[config.mk]
export PLATFORM = sky130hd
export DESIGN_NAME = pi_interrupt_wait
export DESIGN_NICKNAME = d
export VERILOG_FILES = /design/src/core/pi_pkg.sv /design/src/core/pi_interrupt_wait.sv /design/src/core/pi_rtc_timer.sv
export SDC_FILE = /design/constraint.sdc
export NUM_CORES = 1
export LEC_CHECK = 0
export ABC_AREA = 1
export BUFFER_PORTS_ARGS = -buffer_cell sky130_fd_sc_hd__buf_2
export CAP_MARGIN = 5
export CELL_PAD_IN_SITES_DETAIL_PLACEMENT = 1
export CELL_PAD_IN_SITES_GLOBAL_PLACEMENT = 2
export CORE_MARGIN = 4
export CORE_UTILIZATION = 40
export DETAILED_ROUTE_END_ITERATION = 10
export GPL_TIMING_DRIVEN = 0
export HOLD_SLACK_MARGIN = 0.12
export PLACE_DENSITY_LB_ADDON = 0.15
export RECOVER_POWER = 50
export SYNTH_ARGS = -nofsm -noshare
export SYNTH_HDL_FRONTEND = slang
export SYNTH_SLANG_ARGS = --single-unit
[constraint.sdc]
create_clock -name clock -period 9.4 [get_ports clock]
set_input_delay 2.82 -clock clock [delete_from_list [all_inputs] [get_ports clock]]
set_output_delay 2.82 -clock clock [all_outputs]
set_load 0.01 [all_outputs]
[src/core/pi_pkg.sv]
// Constants, encodings and timing figures for the processor interrupt and wait logic.
// Assumes a single 125 MHz machine-state clock shared by every file that imports nothing and names pi_pkg::.
package pi_pkg;

   // ==========================================================================
   // Interrupt levels and the enable-mask port
   // ==========================================================================
   localparam int          NUM_LEVELS   = 8;
   localparam int          LEVEL_W      = 3;
   localparam int          RTC_LEVEL    = 7;
   localparam int          INIT_LEVEL   = 0;
   localparam logic [4:0]  ENABLE_PORT  = 5'h17;
   localparam int          WDOG_BIT     = 0;
   localparam logic [7:0]  ENABLE_RESET = 8'h00;
   localparam logic        MASK_RESET   = 1'b1;

   // ==========================================================================
   // Page-zero vector layout
   // ==========================================================================
   localparam int          ADDR_W       = 14;
   localparam logic [5:0]  VEC_PAGE     = 6'h00;
   localparam logic [2:0]  VEC_LOW_ZERO = 3'h0;
   localparam logic [1:0]  VEC_MID_ZERO = 2'h0;

   // ==========================================================================
   // Timing
   // ==========================================================================
   localparam int          CLK_PERIOD_NS      = 8;
   localparam int          RTC_PERIOD_MS      = 10;
   localparam int          RTC_PERIOD_CYC     = (RTC_PERIOD_MS * 1000000) / CLK_PERIOD_NS;
   localparam int          READY_DEADLINE_NS  = 500;
   localparam int          READY_DEADLINE_CYC = (READY_DEADLINE_NS / CLK_PERIOD_NS) < 1 ? 1 :
                                                (READY_DEADLINE_NS / CLK_PERIOD_NS);
   localparam int          ACK_HOLDOFF_CYC    = 6;

   // ==========================================================================
   // State encodings
   // ==========================================================================
   typedef enum logic [1:0] {
      PI_BUS_IDLE = 2'b00,
      PI_BUS_ADDR = 2'b01,
      PI_BUS_XFER = 2'b11,
      PI_BUS_WAIT = 2'b10
   } pi_bus_e;

   typedef enum logic [1:0] {
      PI_IRQ_IDLE  = 2'b00,
      PI_IRQ_HELD  = 2'b01,
      PI_IRQ_FIRST = 2'b11
   } pi_irq_e;

endpackage

[src/core/pi_interrupt_wait.sv]
// Priority interrupt logic and ready/wait transfer handshake of the processor board.
// Assumes the instruction decoder supplies one-cycle event strobes on this clock, and that
// request flags, ready and read data arrive from pins outside this clock's domain.
//
// What this block does
// - Without ready before transfer, insert wait cycles; accept data in following transfer state.
// - Eight levels; level 0 ignores both the global mask and enable bits.
// - Levels 1 to 7 gated by global mask and enable bits from port 23.
// - Acknowledge a level at the moment its request is recognised.
// - Among eligible requests the highest-numbered level is recognised first.
// - Priority counts only at recognition; a routine's first instruction is uninterruptible.
// - Disabled or masked requests stay pending until enabled and unmasked.
// - The instruction in progress completes fully before program flow is diverted.
// - Branch to page-zero address eight times the level number.
// - Mask-all sets the global mask; unmask clears it for immediate interrupts.
// - Port 23 write loads enables: bit 0 watchdog, bits 1 to 7 levels.
// - Return-with-unmask returns and clears the mask in one indivisible step.
// - Strapped clock drives level 7; its acknowledge clears the clock request internally.
// - Standard real-time clock period is one pulse every 10 milliseconds.
// - The clock interval restarts whenever level 7 becomes both enabled and unmasked.
`timescale 1ns/100ps
`default_nettype none

module pi_interrupt_wait #(
   parameter int RTC_PERIOD_CYC = pi_pkg::RTC_PERIOD_CYC
) (
   // Clock and reset
   input  wire logic                          clock,
   input  wire logic                          rst,
   // Instruction decoder events
   input  wire logic                          instr_end,
   input  wire logic                          mask_all_instr,
   input  wire logic                          unmask_all_instr,
   input  wire logic                          return_unmask_instr,
   input  wire logic                          io_wr,
   input  wire logic [4:0]                    io_port,
   input  wire logic [7:0]                    io_data,
   // Backplane transfer
   input  wire logic                          cycle_start,
   input  wire logic                          ready_n,
   input  wire logic [7:0]                    bus_data,
   // Interrupt request pins and strap
   input  wire logic [pi_pkg::NUM_LEVELS-1:0] irq_req,
   input  wire logic                          rtc_strap,
   // Interrupt outputs
   output var  logic [pi_pkg::NUM_LEVELS-1:0] irq_ack_q,
   output var  logic                          vector_valid_q,
   output var  logic [pi_pkg::ADDR_W-1:0]     vector_addr_q,
   output var  logic                          global_mask_q,
   output var  logic [pi_pkg::NUM_LEVELS-1:0] enable_mask_q,
   output var  logic                          watchdog_q,
   output var  logic                          rtc_pulse,
   // Transfer outputs
   output var  logic                          wait_q,
   output var  logic                          xfer_q,
   output var  logic                          data_accept_q,
   output var  logic [7:0]                    read_data_q,
   // Board clear
   output var  logic                          processor_clear_out
);

   localparam int NL     = pi_pkg::NUM_LEVELS;
   localparam int SYNC_W = NL + 1 + 8;
   localparam int RDY_W  = $clog2(pi_pkg::READY_DEADLINE_CYC + 1);
   localparam int HO_W   = $clog2(pi_pkg::ACK_HOLDOFF_CYC + 1);
   localparam logic [RDY_W-1:0] RDY_LAST = RDY_W'(pi_pkg::READY_DEADLINE_CYC - 1);
   localparam logic [HO_W-1:0]  HO_LOAD  = HO_W'(pi_pkg::ACK_HOLDOFF_CYC);

   // ==========================================================================
   // Pin synchronisers
   // ==========================================================================
   // Stage one feeds only stage two; a change is taken once stages two and three agree.
   logic [SYNC_W-1:0] pin_raw;
   logic [SYNC_W-1:0] s1_q;
   logic [SYNC_W-1:0] s2_q;
   logic [SYNC_W-1:0] s3_q;
   logic [SYNC_W-1:0] stable_q;
   logic [SYNC_W-1:0] stable_d;

   assign pin_raw = {bus_data, ready_n, irq_req};

   always_comb begin
      for (int i = 0; i < SYNC_W; i++) begin
         stable_d[i] = (s2_q[i] == s3_q[i]) ? s3_q[i] : stable_q[i];
      end
   end

   always_ff @(posedge clock or posedge rst) begin
      if (rst) begin
         s1_q     <= '0;
         s2_q     <= '0;
         s3_q     <= '0;
         stable_q <= '0;
      end else begin
         s1_q     <= pin_raw;
         s2_q     <= s1_q;
         s3_q     <= s2_q;
         stable_q <= stable_d;
      end
   end

   logic [NL-1:0] req_sync;
   logic          ready_low;
   logic [7:0]    data_sync;

   assign req_sync  = stable_q[NL-1:0];
   assign ready_low = ~stable_q[NL];
   assign data_sync = stable_q[SYNC_W-1:NL+1];

   // ==========================================================================
   // Strap capture and board clear
   // ==========================================================================
   // The strap is taken once, on the first edge after reset release, and then frozen.
   logic strap_seen_q;
   logic strap_q;
   logic strap_d;
   logic clear_q;

   always_comb begin
      strap_d = strap_seen_q ? strap_q : rtc_strap;
   end

   always_ff @(posedge clock or posedge rst) begin
      if (rst) begin
         strap_seen_q <= 1'b0;
         strap_q      <= 1'b0;
         clear_q      <= 1'b1;
      end else begin
         strap_seen_q <= 1'b1;
         strap_q      <= strap_d;
         clear_q      <= 1'b0;
      end
   end

   assign processor_clear_out = clear_q;

   // ==========================================================================
   // Global mask and enable mask
   // ==========================================================================
   logic          mask_d;
   logic [NL-1:0] enable_d;
   logic          open7_q;
   logic          open7_d;
   logic          rtc_restart;

   always_comb begin
      mask_d   = global_mask_q;
      enable_d = enable_mask_q;
      if (mask_all_instr) begin
         mask_d = 1'b1;
      end else if (unmask_all_instr || return_unmask_instr) begin
         // The return path clears the mask in the same cycle it pops, leaving no gap.
         mask_d = 1'b0;
      end
      if (io_wr && (io_port == pi_pkg::ENABLE_PORT)) begin
         enable_d = io_data;
      end
      open7_d = enable_d[pi_pkg::RTC_LEVEL] & ~mask_d;
   end

   assign rtc_restart = open7_d & ~open7_q;

   always_ff @(posedge clock or posedge rst) begin
      if (rst) begin
         global_mask_q <= pi_pkg::MASK_RESET;
         enable_mask_q <= pi_pkg::ENABLE_RESET;
         open7_q       <= 1'b0;
      end else begin
         global_mask_q <= mask_d;
         enable_mask_q <= enable_d;
         open7_q       <= open7_d;
      end
   end

   assign watchdog_q = enable_mask_q[pi_pkg::WDOG_BIT];

   // ==========================================================================
   // Real-time clock request
   // ==========================================================================
   logic rtc_tick;
   logic rtc_flag_q;
   logic rtc_flag_d;

   pi_rtc_timer #(
      .PERIOD_CYC (RTC_PERIOD_CYC)
   ) u_rtc (
      .clock   (clock),
      .rst     (rst),
      .restart (rtc_restart),
      .tick    (rtc_tick)
   );

   assign rtc_pulse = rtc_tick;

   // A tick arriving with the acknowledge survives, so no clock period is lost.
   always_comb begin
      rtc_flag_d = rtc_flag_q;
      if (irq_ack_q[pi_pkg::RTC_LEVEL]) begin
         rtc_flag_d = 1'b0;
      end
      if (rtc_tick) begin
         rtc_flag_d = 1'b1;
      end
   end

   always_ff @(posedge clock or posedge rst) begin
      if (rst) begin
         rtc_flag_q <= 1'b0;
      end else begin
         rtc_flag_q <= rtc_flag_d;
      end
   end

   // ==========================================================================
   // Recognition, acknowledge and vectoring
   // ==========================================================================
   logic [NL-1:0]           req_eff;
   logic [NL-1:0]           eligible;
   logic [pi_pkg::LEVEL_W-1:0] pick;
   logic                    any_elig;
   pi_pkg::pi_irq_e         irq_q;
   pi_pkg::pi_irq_e         irq_d;
   logic [pi_pkg::LEVEL_W-1:0] level_q;
   logic [pi_pkg::LEVEL_W-1:0] level_d;
   logic [HO_W-1:0]         hold_q;
   logic [HO_W-1:0]         hold_d;
   logic [NL-1:0]           ack_d;
   logic                    vec_valid_d;
   logic [pi_pkg::ADDR_W-1:0] vec_addr_d;

   always_comb begin
      req_eff = req_sync;
      if (strap_q) begin
         req_eff[pi_pkg::RTC_LEVEL] = rtc_flag_q;
      end
      // Level 0 bypasses both gates; the others need enable and no global mask.
      eligible = req_eff & enable_mask_q & {NL{~global_mask_q}};
      eligible[pi_pkg::INIT_LEVEL] = req_eff[pi_pkg::INIT_LEVEL];
      any_elig = |eligible;
      pick = '0;
      for (int i = 0; i < NL; i++) begin
         if (eligible[i]) begin
            pick = pi_pkg::LEVEL_W'(i);
         end
      end
   end

   // The synchronised request lags the cleared flag, so a short holdoff stops a stale retake.
   always_comb begin
      irq_d       = irq_q;
      level_d     = level_q;
      hold_d      = (hold_q != '0) ? hold_q - HO_W'(1) : hold_q;
      ack_d       = '0;
      vec_valid_d = 1'b0;
      vec_addr_d  = vector_addr_q;
      case (irq_q)
         pi_pkg::PI_IRQ_IDLE: begin
            if (any_elig && (hold_q == '0)) begin
               level_d      = pick;
               ack_d[pick]  = 1'b1;
               hold_d       = HO_LOAD;
               irq_d        = pi_pkg::PI_IRQ_HELD;
               if (instr_end) begin
                  vec_valid_d = 1'b1;
                  vec_addr_d  = {pi_pkg::VEC_PAGE, pi_pkg::VEC_MID_ZERO, pick, pi_pkg::VEC_LOW_ZERO};
                  irq_d       = pi_pkg::PI_IRQ_FIRST;
               end
            end
         end
         pi_pkg::PI_IRQ_HELD: begin
            if (instr_end) begin
               vec_valid_d = 1'b1;
               vec_addr_d  = {pi_pkg::VEC_PAGE, pi_pkg::VEC_MID_ZERO, level_q, pi_pkg::VEC_LOW_ZERO};
               irq_d       = pi_pkg::PI_IRQ_FIRST;
            end
         end
         pi_pkg::PI_IRQ_FIRST: begin
            if (instr_end) begin
               irq_d = pi_pkg::PI_IRQ_IDLE;
            end
         end
         default: begin
            irq_d = pi_pkg::PI_IRQ_IDLE;
         end
      endcase
   end

   always_ff @(posedge clock or posedge rst) begin
      if (rst) begin
         irq_q          <= pi_pkg::PI_IRQ_IDLE;
         level_q        <= '0;
         hold_q         <= '0;
         irq_ack_q      <= '0;
         vector_valid_q <= 1'b0;
         vector_addr_q  <= '0;
      end else begin
         irq_q          <= irq_d;
         level_q        <= level_d;
         hold_q         <= hold_d;
         irq_ack_q      <= ack_d;
         vector_valid_q <= vec_valid_d;
         vector_addr_q  <= vec_addr_d;
      end
   end

   // ==========================================================================
   // Ready and wait handshake
   // ==========================================================================
   // Ready is judged when the deadline after the upper address runs out; later ready costs waits.
   pi_pkg::pi_bus_e bus_q;
   pi_pkg::pi_bus_e bus_d;
   logic [RDY_W-1:0] rdy_cnt_q;
   logic [RDY_W-1:0] rdy_cnt_d;
   logic             wait_d;
   logic             xfer_d;
   logic             accept_d;
   logic [7:0]       rdata_d;

   always_comb begin
      bus_d     = bus_q;
      rdy_cnt_d = rdy_cnt_q;
      wait_d    = 1'b0;
      xfer_d    = 1'b0;
      accept_d  = 1'b0;
      rdata_d   = read_data_q;
      case (bus_q)
         pi_pkg::PI_BUS_IDLE: begin
            if (cycle_start) begin
               rdy_cnt_d = '0;
               bus_d     = pi_pkg::PI_BUS_ADDR;
            end
         end
         pi_pkg::PI_BUS_ADDR: begin
            rdy_cnt_d = rdy_cnt_q + RDY_W'(1);
            if (rdy_cnt_q == RDY_LAST) begin
               if (ready_low) begin
                  bus_d  = pi_pkg::PI_BUS_XFER;
                  xfer_d = 1'b1;
               end else begin
                  bus_d  = pi_pkg::PI_BUS_WAIT;
                  wait_d = 1'b1;
               end
            end
         end
         pi_pkg::PI_BUS_WAIT: begin
            if (ready_low) begin
               bus_d  = pi_pkg::PI_BUS_XFER;
               xfer_d = 1'b1;
            end else begin
               wait_d = 1'b1;
            end
         end
         pi_pkg::PI_BUS_XFER: begin
            // The card holds data through this state, so one sample of the settled copy is enough.
            rdata_d  = data_sync;
            accept_d = 1'b1;
            bus_d    = pi_pkg::PI_BUS_IDLE;
         end
         default: begin
            bus_d = pi_pkg::PI_BUS_IDLE;
         end
      endcase
   end

   always_ff @(posedge clock or posedge rst) begin
      if (rst) begin
         bus_q         <= pi_pkg::PI_BUS_IDLE;
         rdy_cnt_q     <= '0;
         wait_q        <= 1'b0;
         xfer_q        <= 1'b0;
         data_accept_q <= 1'b0;
         read_data_q   <= '0;
      end else begin
         bus_q         <= bus_d;
         rdy_cnt_q     <= rdy_cnt_d;
         wait_q        <= wait_d;
         xfer_q        <= xfer_d;
         data_accept_q <= accept_d;
         read_data_q   <= rdata_d;
      end
   end

endmodule

`default_nettype wire

[src/core/pi_rtc_timer.sv]
// Retriggerable real-time clock interval timer.
// Assumes restart is a one-cycle pulse on the same clock; tick is a one-cycle pulse.
`timescale 1ns/100ps
`default_nettype none

module pi_rtc_timer #(
   parameter int PERIOD_CYC = pi_pkg::RTC_PERIOD_CYC
) (
   // Clock and reset
   input  wire logic clock,
   input  wire logic rst,
   // Control
   input  wire logic restart,
   // Pulse out
   output var  logic tick
);

   localparam int CNT_W = $clog2(PERIOD_CYC + 1);
   localparam logic [CNT_W-1:0] LAST = CNT_W'(PERIOD_CYC - 1);

   logic [CNT_W-1:0] count_q;
   logic [CNT_W-1:0] count_d;
   logic             tick_q;
   logic             tick_d;

   // ==========================================================================
   // Interval counter
   // ==========================================================================
   // A restart reloads the count so the next tick lands a full period later.
   always_comb begin
      count_d = count_q + CNT_W'(1);
      tick_d  = 1'b0;
      if (restart) begin
         count_d = '0;
      end else if (count_q == LAST) begin
         count_d = '0;
         tick_d  = 1'b1;
      end
   end

   always_ff @(posedge clock or posedge rst) begin
      if (rst) begin
         count_q <= '0;
         tick_q  <= 1'b0;
      end else begin
         count_q <= count_d;
         tick_q  <= tick_d;
      end
   end

   assign tick = tick_q;

endmodule

`default_nettype wire

==> results.md <==
- Outcome: finished, violations left
- Violated checks: capacitance limit, slew limit
- Post-CTS sizing: 0
- Data required, critical path: ~9400 ps
- Clock skew: ~8.7 ps
- Clock power frac: 0.364
- Setup Viol. Count Final: 0
- H-tree depth: 4
- Pwr dens: between 200 and 300 nW/um^2
- First-pass GRT wire length: around 20000 um
- Number of flops mapped to enable cells by yosys: 0
- Routed wire length per instance: ~15 um
- Ant. Diodes: 0
- Via count: 3711
- Hold Path Depth: 0
- First drt pass iteration count: 4
- Vias per std cell: ~4.6
- Clk_lat worst skew: a little over 400 ps
- Clock sink count: 143
- Seq/Total Area, Yosys: 0.6381
- Total track usage: 0.1616
- Cell family with most CP delay: buffers and inverters
- CTS tree: yes
- Fraction of registers with async set/reset: 1.000
- WP buf/inv: 2
- Synthesis-stage register bit count: 143
- Arrival @ worst endpoint: approximately 4700 ps
- Vias in the first global route: between 4000 and 5000
- Pint: about 0.0012 W
- Port Buffer Count: 73
- Crit-path max cell delay: approximately 1700 ps
- CTS Buffer Depth: 2
- Hold WC Path Type: reg2reg
- Post-synthesis cell area: between 5000 and 6000 um^2
- Fin. max-slew vios: 69
- Post-Syn Area per Cell: 11.18 um^2
- Post-synth top area share: 0.6288
- Drt drc: 0
- Yosys top cell by area: dfrtp_1
- RSZ-0062 raised after global routing: false
- HPWL Detailed: around 8500 um
- Mux cell area share after synthesis: 0.03010
- Syn. warnings: 0
- Boundary Pins: 85
- Crit end category: asynchronous set/reset pin
- Max-Cap Viols: 1
- Post-synth top flop: dfrtp_1
- Die Wd: approximately 130 um
- Synth Area in Simple Gates: 0.1672
- Top fanout value on the critical path: 69
- Cts hold-fix bufs: 0
- Root Buffer: clkbuf_16
- CTS clock-pin slew for the worst setup and hold paths: about 60 ps
- Core ar.: 13830 um^2
- CP max-delay cell: clkinvlp_2
- Post-synthesis adder-cell area fraction: 0.05262
- Seq pwr share: 0.442
- Die height: 126.4 um
- Post-Synthesis Cells: between 500 and 600
- Antenna viol nets, final: 0
- Synth Area in XOR/XNOR: 0.02185
- Pleak: roughly 3.3 nW
- CP Launch Type: primary input
- VDD IR max: 129.2 uV
- Final WL: roughly 12000 um
- Min Tclk post-route: approximately 4700 ps
- Layout cells sized above 1: 0.2553
- Largest family of logic cells by synthesized area: simple AND/OR/NAND/NOR gates
- Largest net degree at the start of global routing: 76
- Least-Margin Pin Slew: approximately 3100 ps
- Synth unique cells: 40
- Max Clk Rate: between 0.2 and 0.25 GHz
- Final hold violation count: 0
- Area Overhead vs Synth: 21.54%
- GRT overflow: 0
- Relative max-transition margin: -1.068
- RD Place Congestion: between 0.8 and 0.9
- TritonCTS Buffers: 17
- Worst Setup Path Type: in2async
- Crit path depth: 2
- Fin nets: roughly 660
- Psw: 0.0005317 W
- Switching part of the total: 0.3072
- Compound-Gate Fraction of Synth Area: 0.03122
- Crit-path cells: buf_2, clkinvlp_2
- DRT iter0 DRCs: 181
- Std cell rows: 43
- Comb power frac: 0.193
- Initial antenna violation count: 0
- Post-CTS repair timing setup buffer count: 0
- Total power draw: between 0.0015 and 0.002 W
- Die area: 15990 um^2
- Period utilisation layout: 0.4965
- Setup tns final: 0 ps
- Largest cells by area after synthesis: dfrtp_1 63%, nand2_1 5.5%, inv_1 3.7%
- Final Core Density: 0.4933
- Fillcell total: 1508
- R2R depth: 8
- Initial cell density of the core: 0.4058
[routing by layer]
layer | up-vias | track usage | share of wire
met2 | 55 | 0.2718 | 0.52
met4 | 0 | 0.04921 | 0.013
li1 | 1792 | - | -
met3 | 13 | 0.05305 | 0.039
met5 | - | 0 | 0
met1 | 1851 | 0.1987 | 0.43
[final cells by class]
cell class                      count  area [um^2]  area share
Buffer                             14        105.1     0.01541
Clock buffer                       18        439.2     0.06439
Clock inverter                     14        118.9     0.01743
Inverter                           58        219.0     0.03210
Multi-Input combinational cell    298         1740      0.2552
Sequential cell                   143         3581      0.5250
Tap cell                          180        225.2     0.03302
Timing Repair Buffer               74        391.6     0.05742
[through the flow]
| step | instance area [um^2] | hold WS [ps] | instances | worst slack [ps] |
|---|---|---|---|---|
| finish | 6820 | 348.1 | 799 | 4733 |
| global route | 6820 | 364.0 | 799 | 4195 |
| CTS | 6834 | 350.4 | 799 | 5399 |
| detailed placement | 6276 | 336.3 | 767 | 5170 |
| global placement | 6243 | 332.8 | 766 | 1171 |
| floorplan | 5653 | 331.2 | 513 | 2745 |
[final timing paths]
kind                       slack, ps                to     startpoint
max                             4730  u_rtc.count_q[1]            rst
min                              350           s2_q[5]        s1_q[5]
max reg2reg                     7290         hold_q[2]  global_mask_q
min reg2reg                      350           s2_q[5]        s1_q[5]
max in group clock              5390     global_mask_q  global_mask_q
min in group asynchronous       3290            xfer_q            rst
[cells in the final DEF (no fill, tap or decap), types with 2 or more instances in the layout]
cell        count
dfrtp_1       141
nand2_1        82
buf_2          72
inv_1          57
nor2_1         44
nand3_1        28
maj3_1         17
clkbuf_16      17
mux2_2         15
conb_1         13
a21oi_1        12
xor2_1         12
buf_4          12
nor3_1         11
nor2_2         10
ha_1           10
o21ai_0         9
inv_6           8
nand4_1         7
nor2_4          3
or2_1           2
nor3_2          2
xnor2_1         2
or2_2           2
o21bai_1        2
o22ai_1         2
nor3b_1         2
clkbuf_1        2
clkinv_4        2
clkinvlp_4      2
[synthesized netlist by cell type (3+ instances only)]
| master | count |
|---|---|
| buf_4 | 12 |
| nor3_1 | 11 |
| nand3_1 | 27 |
| nand2_1 | 82 |
| o21ai_0 | 9 |
| xor2_1 | 12 |
| nand4_1 | 7 |
| nor2_1 | 44 |
| maj3_1 | 17 |
| a21oi_1 | 11 |
| dfrtp_1 | 141 |
| ha_1 | 10 |
| mux2_2 | 15 |
| nor2_4 | 3 |
| nor2_2 | 10 |
| inv_1 | 56 |
[cell families after synthesis]
family                     after synthesis
other                                    2
AOI/OAI and AO/OA                       29
DFF                                    143
adders and majority gates               27
muxes                                   15
xor gates and xnor gates                14
and+or+nand+nor                        200
buffers and inverters                   72
[flip-flops by register name, summed over array words and instances (netlist names), 6 cells and up]
name	count
irq_ack_q	8
enable_mask_q	8
s1_q	17
stable_q	17
read_data_q	8
s2_q	17
rdy_cnt_q	6
u_rtc.count_q	21
s3_q	17
[power by group through the flow]
stage               logic [W]  registers [W]  clock network [W]
floorplan            0.000220       0.000781                  0
finish               0.000335       0.000765           0.000630
detailed placement   0.000345       0.000777                  0
CTS                  0.000348       0.000767           0.000652
global placement     0.000329       0.000772                  0
global route         0.000386       0.000779           0.000684
Note: power is estimated with default switching activity, not from simulation.
